`config.mk`:
```
export PLATFORM = sky130hd
export DESIGN_NAME = priority_crossbar_pin_assign
export DESIGN_NICKNAME = d
export VERILOG_FILES = /design/src/logic/xbar_pkg.sv /design/src/logic/priority_crossbar_pin_assign.sv
export SDC_FILE = /design/constraint.sdc
export NUM_CORES = 2
export LEC_CHECK = 0
export ABC_CLOCK_PERIOD_IN_PS = 8400
export BUFFER_PORTS_ARGS = -buffer_cell sky130_fd_sc_hd__buf_4
export CELL_PAD_IN_SITES_DETAIL_PLACEMENT = 1
export CELL_PAD_IN_SITES_GLOBAL_PLACEMENT = 2
export CORE_MARGIN = 8
export CORE_UTILIZATION = 31
export CTS_CLUSTER_SIZE = 10
export DETAILED_ROUTE_END_ITERATION = 8
export HOLD_SLACK_MARGIN = 0.12
export PLACE_DENSITY_LB_ADDON = 0.1
export REMOVE_ABC_BUFFERS = 1
export SKIP_CTS_REPAIR_TIMING = 1
export SYNTH_ARGS = -nofsm -noshare
export SYNTH_HDL_FRONTEND = slang
export SYNTH_SLANG_ARGS = --single-unit
```
`constraint.sdc`:
```
create_clock -name ref_clk -period 8.4 [get_ports ref_clk]
set_input_delay 1.26 -clock ref_clk [delete_from_list [all_inputs] [get_ports ref_clk]]
set_output_delay 1.26 -clock ref_clk [all_outputs]
set_load 0.1 [all_outputs]
```
`src/logic/xbar_pkg.sv`:
```
// Constants and types shared by the crossbar pin assignment logic.
// ****************************************************************
// What this block does
// RQ1: Analog pins need drive mode 0, latch 1 and skip bit 1.
// RQ2: A skipped pin is never claimed by the crossbar decoder.
// RQ3: Only unskipped pins P0.0 to P1.6 are crossbar candidates.
// RQ4: Enabled primary serial port takes P0.4 and P0.5, each pin unless it is skipped.
// RQ5: Enabled radio SPI port takes P1.0 to P1.3, each pin unless it is skipped.
// RQ6: Remaining peripherals, by priority, take lowest free unskipped pins.
// RQ7: The search passes over assigned or skipped pins to the next one.
// RQ8: With crossbar disabled all output drivers stay off.
// RQ9: Two-wire bus data and clock pins are forced open-drain.
// RQ10: General SPI slave select gets a pin only in four-wire mode.
// RQ11: General SPI wire mode shifts pins of all lower peripherals.
// RQ12: Software skips GPIO pins and pins of crossbar-bypassing functions.
// RQ13: Event capture sees edges on skipped and assigned digital pins.
// RQ14: Event capture never fires on analog-configured pins.
// RQ15: Oscillator input is P0.2, output P0.3, both bypass the crossbar.
// RQ16: Software writes port 0 skip mask 0x0C to reserve oscillator pins.
// RQ17: Analog pins disable receiver and pull-up and read back zero.
// RQ18: Skip bit n is pin n; assignment recomputes from current settings.
// ****************************************************************
package xbar_pkg;
	localparam int NUM_PINS = 15;
	localparam int NUM_FUNCS = 26;
	localparam int NUM_FIXED = 6;
	localparam int PIN_UART_BASE = 4;
	localparam int PIN_RADIO_BASE = 8;
	localparam int PIN_OSC_IN = 2;
	localparam int PIN_OSC_OUT = 3;
	localparam int FN_UART_TX = 0;
	localparam int FN_UART_RX = 1;
	localparam int FN_RADIO_BASE = 2;
	localparam int FN_GSPI_SCK = 6;
	localparam int FN_GSPI_MISO = 7;
	localparam int FN_GSPI_MOSI = 8;
	localparam int FN_GSPI_NSS = 9;
	localparam int FN_SMB_SDA = 10;
	localparam int FN_SMB_SCL = 11;
	localparam int FN_CP0 = 12;
	localparam int FN_CP0A = 13;
	localparam int FN_CP1 = 14;
	localparam int FN_CP1A = 15;
	localparam int FN_SYSCLK = 16;
	localparam int FN_CEX_BASE = 17;
	localparam int NUM_CEX = 6;
	localparam int FN_ECI = 23;
	localparam int FN_T0 = 24;
	localparam int FN_T1 = 25;
	localparam logic [1:0] NSS_THREE_WIRE = 2'h0;
	localparam logic [14:0] PAD_SYNC_RST = 15'h7fff;
	localparam logic [14:0] PAD_RST = 15'h0000;
	localparam logic [25:0] FUNC_RST = 26'h000_0000;
	localparam logic [4:0] PIN_FN_RST = 5'h00;

	typedef struct packed {
		logic uart_en;
		logic radio_en;
		logic gspi_en;
		logic smb_en;
		logic cp0_en;
		logic cp0a_en;
		logic cp1_en;
		logic cp1a_en;
		logic sysclk_en;
		logic [2:0] pca_cex;
		logic eci_en;
		logic t0_en;
		logic t1_en;
	} xbar_sel_s;

	typedef struct packed {
		logic valid;
		logic [3:0] pin;
	} func_map_s;
endpackage

```
`src/logic/priority_crossbar_pin_assign.sv`:
```
// Priority crossbar decoder, pad drive control and event capture.
`timescale 1ns/10ps
module priority_crossbar_pin_assign (
	// Clock and reset.
	input logic ref_clk,
	input logic rst,
	// Crossbar configuration.
	input xbar_pkg::xbar_sel_s sel,
	input logic crossbar_enable,
	input logic [1:0] slave_select_mode_field,
	input logic [7:0] port0_skip_mask,
	input logic [6:0] port1_skip_mask,
	// Pin cell configuration.
	input logic [14:0] output_drive_mode,
	input logic [14:0] analog_digital_select,
	input logic [14:0] port_latch,
	// Peripheral side.
	input logic [25:0] func_out,
	input logic [25:0] func_drive,
	output logic [25:0] func_in,
	output xbar_pkg::func_map_s [25:0] func_map,
	// Pads.
	input logic [14:0] pad_in,
	output logic [14:0] pad_out,
	output logic [14:0] pad_oe,
	output logic [14:0] weak_pullup_en,
	output logic [14:0] port_read,
	// Event capture.
	input logic [7:0] ext_int_pin_config,
	input logic [14:0] port_match_mask,
	input logic [14:0] port_match_value,
	output logic [1:0] ext_int_event,
	output logic port_match_event,
	output logic wake_event
);
	// ****************************************************************
	// Pin assignment and pad drive
	// ****************************************************************
	xbar_pkg::func_map_s [25:0] map_d;
	xbar_pkg::func_map_s [25:0] map_q;
	logic [14:0] pad_out_d;
	logic [14:0] pad_out_q;
	logic [14:0] pad_oe_d;
	logic [14:0] pad_oe_q;
	logic [14:0] pull_d;
	logic [14:0] pull_q;
	logic [25:0] func_in_d;
	logic [25:0] func_in_q;
	logic [14:0] stable_q;

	always_comb begin
		logic [14:0] skip;
		logic [14:0] used;
		logic [25:0] req;
		logic [4:0] pin_fn [15];
		logic four_wire;
		logic found;
		logic [3:0] fp;
		logic v;
		logic drv;
		logic od;
		skip = {port1_skip_mask, port0_skip_mask}; // [RQ18]
		used = '0;
		req = '0;
		found = 1'b0;
		fp = 4'h0;
		v = 1'b0;
		drv = 1'b0;
		od = 1'b0;
		for (int p = 0; p < xbar_pkg::NUM_PINS; p++) begin
			pin_fn[p] = xbar_pkg::PIN_FN_RST;
		end
		map_d = '0;
		four_wire = slave_select_mode_field != xbar_pkg::NSS_THREE_WIRE;
		req[xbar_pkg::FN_UART_TX] = sel.uart_en;
		req[xbar_pkg::FN_UART_RX] = sel.uart_en;
		for (int k = 0; k < 4; k++) begin
			req[xbar_pkg::FN_RADIO_BASE + k] = sel.radio_en;
		end
		req[xbar_pkg::FN_GSPI_SCK] = sel.gspi_en;
		req[xbar_pkg::FN_GSPI_MISO] = sel.gspi_en;
		req[xbar_pkg::FN_GSPI_MOSI] = sel.gspi_en;
		req[xbar_pkg::FN_GSPI_NSS] = sel.gspi_en && four_wire; // [RQ10]
		req[xbar_pkg::FN_SMB_SDA] = sel.smb_en;
		req[xbar_pkg::FN_SMB_SCL] = sel.smb_en;
		req[xbar_pkg::FN_CP0] = sel.cp0_en;
		req[xbar_pkg::FN_CP0A] = sel.cp0a_en;
		req[xbar_pkg::FN_CP1] = sel.cp1_en;
		req[xbar_pkg::FN_CP1A] = sel.cp1a_en;
		req[xbar_pkg::FN_SYSCLK] = sel.sysclk_en;
		for (int k = 0; k < xbar_pkg::NUM_CEX; k++) begin
			req[xbar_pkg::FN_CEX_BASE + k] = sel.pca_cex > 3'(k);
		end
		req[xbar_pkg::FN_ECI] = sel.eci_en;
		req[xbar_pkg::FN_T0] = sel.t0_en;
		req[xbar_pkg::FN_T1] = sel.t1_en;
		// Walking in priority order lets the SPI wire mode shift
		// everything below it without any special case.
		for (int f = 0; f < xbar_pkg::NUM_FUNCS; f++) begin // [RQ11]
			if (req[f] && f < xbar_pkg::NUM_FIXED) begin
				if (f < xbar_pkg::FN_RADIO_BASE) begin
					fp = 4'(xbar_pkg::PIN_UART_BASE + f); // [RQ4]
				end else begin
					fp = 4'(xbar_pkg::PIN_RADIO_BASE + f -
						xbar_pkg::FN_RADIO_BASE); // [RQ5]
				end
				// A skipped fixed pin stays unclaimed.
				if (!skip[fp]) begin // [RQ2]
					used[fp] = 1'b1;
					pin_fn[fp] = 5'(f);
					map_d[f].valid = 1'b1;
					map_d[f].pin = fp;
				end
			end else if (req[f]) begin
				found = 1'b0;
				// Only the fifteen crossbar pins are searched.
				for (int p = 0; p < xbar_pkg::NUM_PINS; p++) begin // [RQ3]
					if (!found && !skip[p] && !used[p]) begin // [RQ6] [RQ7]
						found = 1'b1;
						used[p] = 1'b1;
						pin_fn[p] = 5'(f);
						map_d[f].valid = 1'b1;
						map_d[f].pin = 4'(p);
					end
				end
			end
		end
		// Oscillator pins get no special path; software skips them.
		for (int i = 0; i < xbar_pkg::NUM_PINS; i++) begin // [RQ15]
			v = port_latch[i];
			drv = 1'b1;
			od = 1'b0;
			if (used[i]) begin
				v = func_out[pin_fn[i]];
				drv = func_drive[pin_fn[i]];
				od = pin_fn[i] == 5'(xbar_pkg::FN_SMB_SDA) ||
					pin_fn[i] == 5'(xbar_pkg::FN_SMB_SCL); // [RQ9]
			end
			pad_out_d[i] = v;
			pad_oe_d[i] = crossbar_enable && drv &&
				((output_drive_mode[i] && !od) || !v); // [RQ8] [RQ9]
			pull_d[i] = analog_digital_select[i] &&
				!(pad_oe_d[i] && !v); // [RQ17]
		end
		for (int f = 0; f < xbar_pkg::NUM_FUNCS; f++) begin
			func_in_d[f] = map_d[f].valid &&
				stable_q[map_d[f].pin] &&
				analog_digital_select[map_d[f].pin];
		end
	end

	always_ff @(posedge ref_clk) begin
		if (rst) begin
			map_q <= '0;
			pad_out_q <= xbar_pkg::PAD_RST;
			pad_oe_q <= xbar_pkg::PAD_RST;
			pull_q <= xbar_pkg::PAD_RST;
			func_in_q <= xbar_pkg::FUNC_RST;
		end else begin
			map_q <= map_d;
			pad_out_q <= pad_out_d;
			pad_oe_q <= pad_oe_d;
			pull_q <= pull_d;
			func_in_q <= func_in_d;
		end
	end

	assign func_map = map_q;
	assign pad_out = pad_out_q;
	assign pad_oe = pad_oe_q;
	assign weak_pullup_en = pull_q;
	assign func_in = func_in_q;

	// ****************************************************************
	// Pad synchronisers and event capture
	// ****************************************************************
	logic [14:0] s1_q;
	logic [14:0] s2_q;
	logic [14:0] s3_q;
	logic [14:0] stable_d;
	logic [14:0] read_d;
	logic [14:0] read_q;
	logic [1:0] ext_d;
	logic [1:0] ext_q;
	logic mis_d;
	logic mis_q;
	logic match_d;
	logic match_q;
	logic wake_d;
	logic wake_q;

	// A change is accepted only once two later stages agree, which
	// costs latency but rejects a single metastable sample.
	always_comb begin
		logic [14:0] agree;
		logic [14:0] edge_v;
		logic [2:0] p0;
		logic [2:0] p1;
		agree = ~(s2_q ^ s3_q);
		edge_v = '0;
		p0 = ext_int_pin_config[2:0];
		p1 = ext_int_pin_config[6:4];
		stable_d = (agree & s3_q) | (~agree & stable_q);
		edge_v = (stable_d ^ stable_q) & analog_digital_select; // [RQ14]
		read_d = stable_d & analog_digital_select; // [RQ17]
		// Edges are seen whatever the skip bit of the pin is.
		ext_d[0] = edge_v[p0] &&
			stable_d[p0] == ext_int_pin_config[3]; // [RQ13]
		ext_d[1] = edge_v[p1] &&
			stable_d[p1] == ext_int_pin_config[7]; // [RQ13]
		mis_d = |((stable_d ^ port_match_value) & port_match_mask &
			analog_digital_select); // [RQ14]
		match_d = mis_d && !mis_q;
		wake_d = |ext_d || match_d;
	end

	always_ff @(posedge ref_clk) begin
		if (rst) begin
			s1_q <= xbar_pkg::PAD_SYNC_RST;
			s2_q <= xbar_pkg::PAD_SYNC_RST;
			s3_q <= xbar_pkg::PAD_SYNC_RST;
			stable_q <= xbar_pkg::PAD_SYNC_RST;
			read_q <= xbar_pkg::PAD_RST;
			ext_q <= 2'h0;
			mis_q <= 1'b0;
			match_q <= 1'b0;
			wake_q <= 1'b0;
		end else begin
			s1_q <= pad_in;
			s2_q <= s1_q;
			s3_q <= s2_q;
			stable_q <= stable_d;
			read_q <= read_d;
			ext_q <= ext_d;
			mis_q <= mis_d;
			match_q <= match_d;
			wake_q <= wake_d;
		end
	end

	assign port_read = read_q;
	assign ext_int_event = ext_q;
	assign port_match_event = match_q;
	assign wake_event = wake_q;

	// ****************************************************************
	// Checks
	// ****************************************************************
	logic [14:0] claimed;

	always_comb begin
		claimed = '0;
		for (int f = 0; f < xbar_pkg::NUM_FUNCS; f++) begin
			if (map_q[f].valid) begin
				claimed[map_q[f].pin] = 1'b1;
			end
		end
	end

	chk_skip_never_used: assert property ( // [RQ2]
		@(posedge ref_clk) disable iff (rst)
		!$past(rst) |->
		(claimed & $past({port1_skip_mask, port0_skip_mask})) ==
		15'h0000)
		else $error("skipped pin claimed");

	chk_uart_fixed_pins: assert property ( // [RQ4]
		@(posedge ref_clk) disable iff (rst)
		!$past(rst) && $past(sel.uart_en && !port0_skip_mask[4] &&
		!port0_skip_mask[5]) |->
		map_q[xbar_pkg::FN_UART_TX].valid &&
		map_q[xbar_pkg::FN_UART_TX].pin == 4'h4 &&
		map_q[xbar_pkg::FN_UART_RX].valid &&
		map_q[xbar_pkg::FN_UART_RX].pin == 4'h5)
		else $error("serial port not on fixed pins");

	chk_radio_fixed_pins: assert property ( // [RQ5]
		@(posedge ref_clk) disable iff (rst)
		!$past(rst) && $past(sel.radio_en && !port1_skip_mask[0]) |->
		map_q[xbar_pkg::FN_RADIO_BASE].valid &&
		map_q[xbar_pkg::FN_RADIO_BASE].pin == 4'h8)
		else $error("radio port not on fixed pins");

	chk_xbar_off_drivers: assert property ( // [RQ8]
		@(posedge ref_clk) disable iff (rst)
		!$past(crossbar_enable) |-> pad_oe_q == 15'h0000)
		else $error("driver on with crossbar disabled");

	chk_bus_open_drain: assert property ( // [RQ9]
		@(posedge ref_clk) disable iff (rst)
		map_q[xbar_pkg::FN_SMB_SDA].valid &&
		pad_oe_q[map_q[xbar_pkg::FN_SMB_SDA].pin] |->
		!pad_out_q[map_q[xbar_pkg::FN_SMB_SDA].pin])
		else $error("bus data pin driven high");

	chk_nss_four_wire: assert property ( // [RQ10]
		@(posedge ref_clk) disable iff (rst)
		!$past(rst) && map_q[xbar_pkg::FN_GSPI_NSS].valid |->
		$past(slave_select_mode_field) != xbar_pkg::NSS_THREE_WIRE)
		else $error("slave select routed in three-wire mode");

	chk_event_digital: assert property ( // [RQ14]
		@(posedge ref_clk) disable iff (rst)
		ext_q[0] |->
		$past(analog_digital_select[ext_int_pin_config[2:0]]))
		else $error("event on analog pin");

	chk_analog_read_zero: assert property ( // [RQ17]
		@(posedge ref_clk) disable iff (rst)
		!$past(rst) |->
		(read_q & ~$past(analog_digital_select)) == 15'h0000)
		else $error("analog pin reads one");
endmodule

```
==> out/qor.yml <==
timing:
  post-route-period-util_pct: 99.5
  slew_violations: 0
  hold_viol_final: 0
  max_freq_ghz: 0.120
  setup_ws_ps: 37.9
  finClkSkew_ps: 35.9
  finalSetupViolCount: 0
  fin_crit_ps: 8360
  relSlewSlack_pct: 0.353
  worstMarginPinSlew_ps: 1490
grt:
  grt_use_met2_pct: 59.0
  use_met1_pct: 47.7
  grt-ovfl-total: 0
  grt.busiest_layer: "met2"
  grt_max_degree: 73
  antenna_found_initial: 10
  grt_pass1_vias: 44900
  grt_use_met3_pct: 5.65
  grt_use_total_pct: 37.1
  grt_pass1_wl_um: 318000
logic_synthesis:
  dominantRegCellSynth: "dfxtp_1"
  synth_top_area_share_pct: 15.9
  netlist_area_um2: 32400
  ys_seq_area_share_pct: 15.9
  synthCells: 4584
  ys_types: 127
  avgSynthCellArea_um2: 7.06
  synth_edf_count: 0
  async_reset_ff_share_pct: 0
  synth.ff_latch_count: 257
  synth_area_leader_cell: "dfxtp_1"
  synthTopCellsByArea: "dfxtp_1, mux2i_1, nor2_1"
  yosys_warnings: 0
clock_network:
  clock-sinks: 257
  cts_buffers: 34
  clock_latency_ps: 610
  cts_root_buffer: "clkbuf_16"
  clock_path_buffers: 3
  cts_tree: "built"
  cts_max_level: 2
  clk_pin_slew_worst_paths_ps: 60
layout:
  drive_above_1_share_pct: 37.4
  nNetsFinal: 6144
  diodes: 0
  final_cells: 7351
  multi_input_area_um2: 26800
  final_cell_area_um2: 47800
  fillCellCount: 13000
  fin_util_pct: 46.2
  syn_to_final_growth_pct: 47.8
  register_area_um2: 5140
drt:
  drtIter0Drc: 3993
  post_drt_wl_per_cell_um: 30.9
  wirelength_um: 227000
  viasPerCell: 6.14
  drtPass1Iterations: 5
  vias: 45100
  route.detailed.drc: 0
  antenna_left: 0
place:
  pre_cts_ws_ps: -992
  dp_cells: 7247
  port_buffers: 391
  hpwl_um: 186000
  post_dp_cell_area_um2: 45200
  gp_congestion: 1.04
power:
  vdd_ir_drop_max_v: 0.000203
  powerDensity_nw_per_um2: 168
  p_leak_nw: 21.0
die:
  die_w_um: 339
  core-area_um2: 103000
  num_rows: 118
  initial_utilization_pct: 31.3
  fp.dieH_um: 339
  fp.dieArea_um2: 115000
  ios: 405
worst_setup_path:
  critical_path.max_stage_delay_ps: 440
  cp_num_buf_inv: 11
  cp-end-kind: "register"
  required_ps: 8930
  r2r_cells: 4
  cpLargestDelayFamily: "compound AO/OA/AOI/OAI gates"
  path_depth: 35
  worstSetupPathType: "input port to register"
  cp_slowest_cell: "a2111oi_4"
  crit_fanout: 11
  arrival_ps: 8890
  critical_path.startpoint_type: "input port"
status:
  status: "completed"
min_path:
  hp-class: "register to register"
  whs_path_depth: 1
run:
  cap_violations: 0
routing by layer:
layer | vias up | share of wire, %
met5 | - | 0.0057
met4 | 2 | 6.7
met3 | 480 | 7.0
met2 | 1949 | 45
met1 | 22500 | 42
li1 | 20200 | -
final timing paths:
path	slack, ps	startpoint	end
worst max-delay path	40	port0_skip_mask[1]	weak_pullup_en[14]
worst min-delay path	400	s1_q[4]	s2_q[4]
worst max register to register	5510	stable_q[8]	func_in[16]
worst min register to register	400	s1_q[4]	s2_q[4]
registers in the layout, summed over array words and instances, names as in the netlist, 2 cells and up:
register	count
pad_oe	15
s3_q	15
func_in	26
ext_int_event	2
s1_q	15
s2_q	15
weak_pullup_en	15
port_read	15
pad_out	15
func_map	106
stable_q	15
cell usage in the layout (no fill, tap or decap), types with 56 or more instances in the layout:
cell type / count
o211ai_1: 103
and3_1: 58
nor2_1: 489
mux2_2: 86
o21ai_0: 312
and2_1: 73
dfxtp_1: 257
nand2_1: 428
a211oi_1: 124
nor3_1: 134
or2_2: 76
nor2b_1: 56
a21oi_1: 352
buf_4: 1648
mux2i_1: 266
nand3_1: 217
a31oi_1: 72
final cells by class:
cell class | count | share of cell area [%]
inverters | 48 | 0.377
clock inverters | 7 | 0.194
repair buffers | 1684 | 27.2
clock buffers | 41 | 1.92
well taps | 1380 | 3.61
multi-input cells | 3934 | 56.0
flip-flops and latches | 257 | 10.8
metrics by stage:
stage | power (mW) | TNS [ps] | hold slack [ps]
floorplan | 4.07 | -16500 | 383
global placement | 6.28 | -12840 | 391
detailed placement | 6.34 | -18100 | 398
CTS | 7.77 | -2580 | 407
global route | 8.34 | -480 | 411
finish | 8.03 | 0 | 404
Yosys cell counts, drive strengths merged (24+ instances only):
cell type and instances:
nor2 505, nand2 435, a21oi 378, o21ai 374, mux2i 267, dfxtp 257, clkbuf 253, nand3 223
nor3 165, a211oi 157, o211ai 109, buf 104, mux2 86, a31oi 83, or2 78, and2 75
and3 60, nor2b 56, inv 44, mux4 44, nor4 43, or3 42, o22ai 40, maj3 39
nand4 38, a21o 35, o31ai 35, nand2b 32, o21a 30, o211a 26, a311oi 25, o221ai 25
a211o 24, o311ai 24
report_power, final:
group	switching [mW]	internal, mW	total (mW)
registers	0.0369	1.32	1.36
clock network	0.606	0.801	1.41
logic	3.30	1.97	5.26
kinds of logic (layout without fill, tap and decap cells):
| family | Yosys count | in the layout | synth area share, % |
|---|---|---|---|
| simple gates | 1814 | 1814 | 27.3 |
| compound gates | 1634 | 1634 | 34.9 |
| buf+inv | 405 | 1780 | 5.41 |
| mux | 397 | 397 | 14.3 |
| flops | 257 | 257 | 15.9 |
| fa+ha+maj | 39 | 39 | 1.22 |
| xor+xnor | 37 | 37 | 1.00 |
| other cells | 1 | 13 | 0.0116 |
No activity file was read; power rests on OpenSTA's default activity.
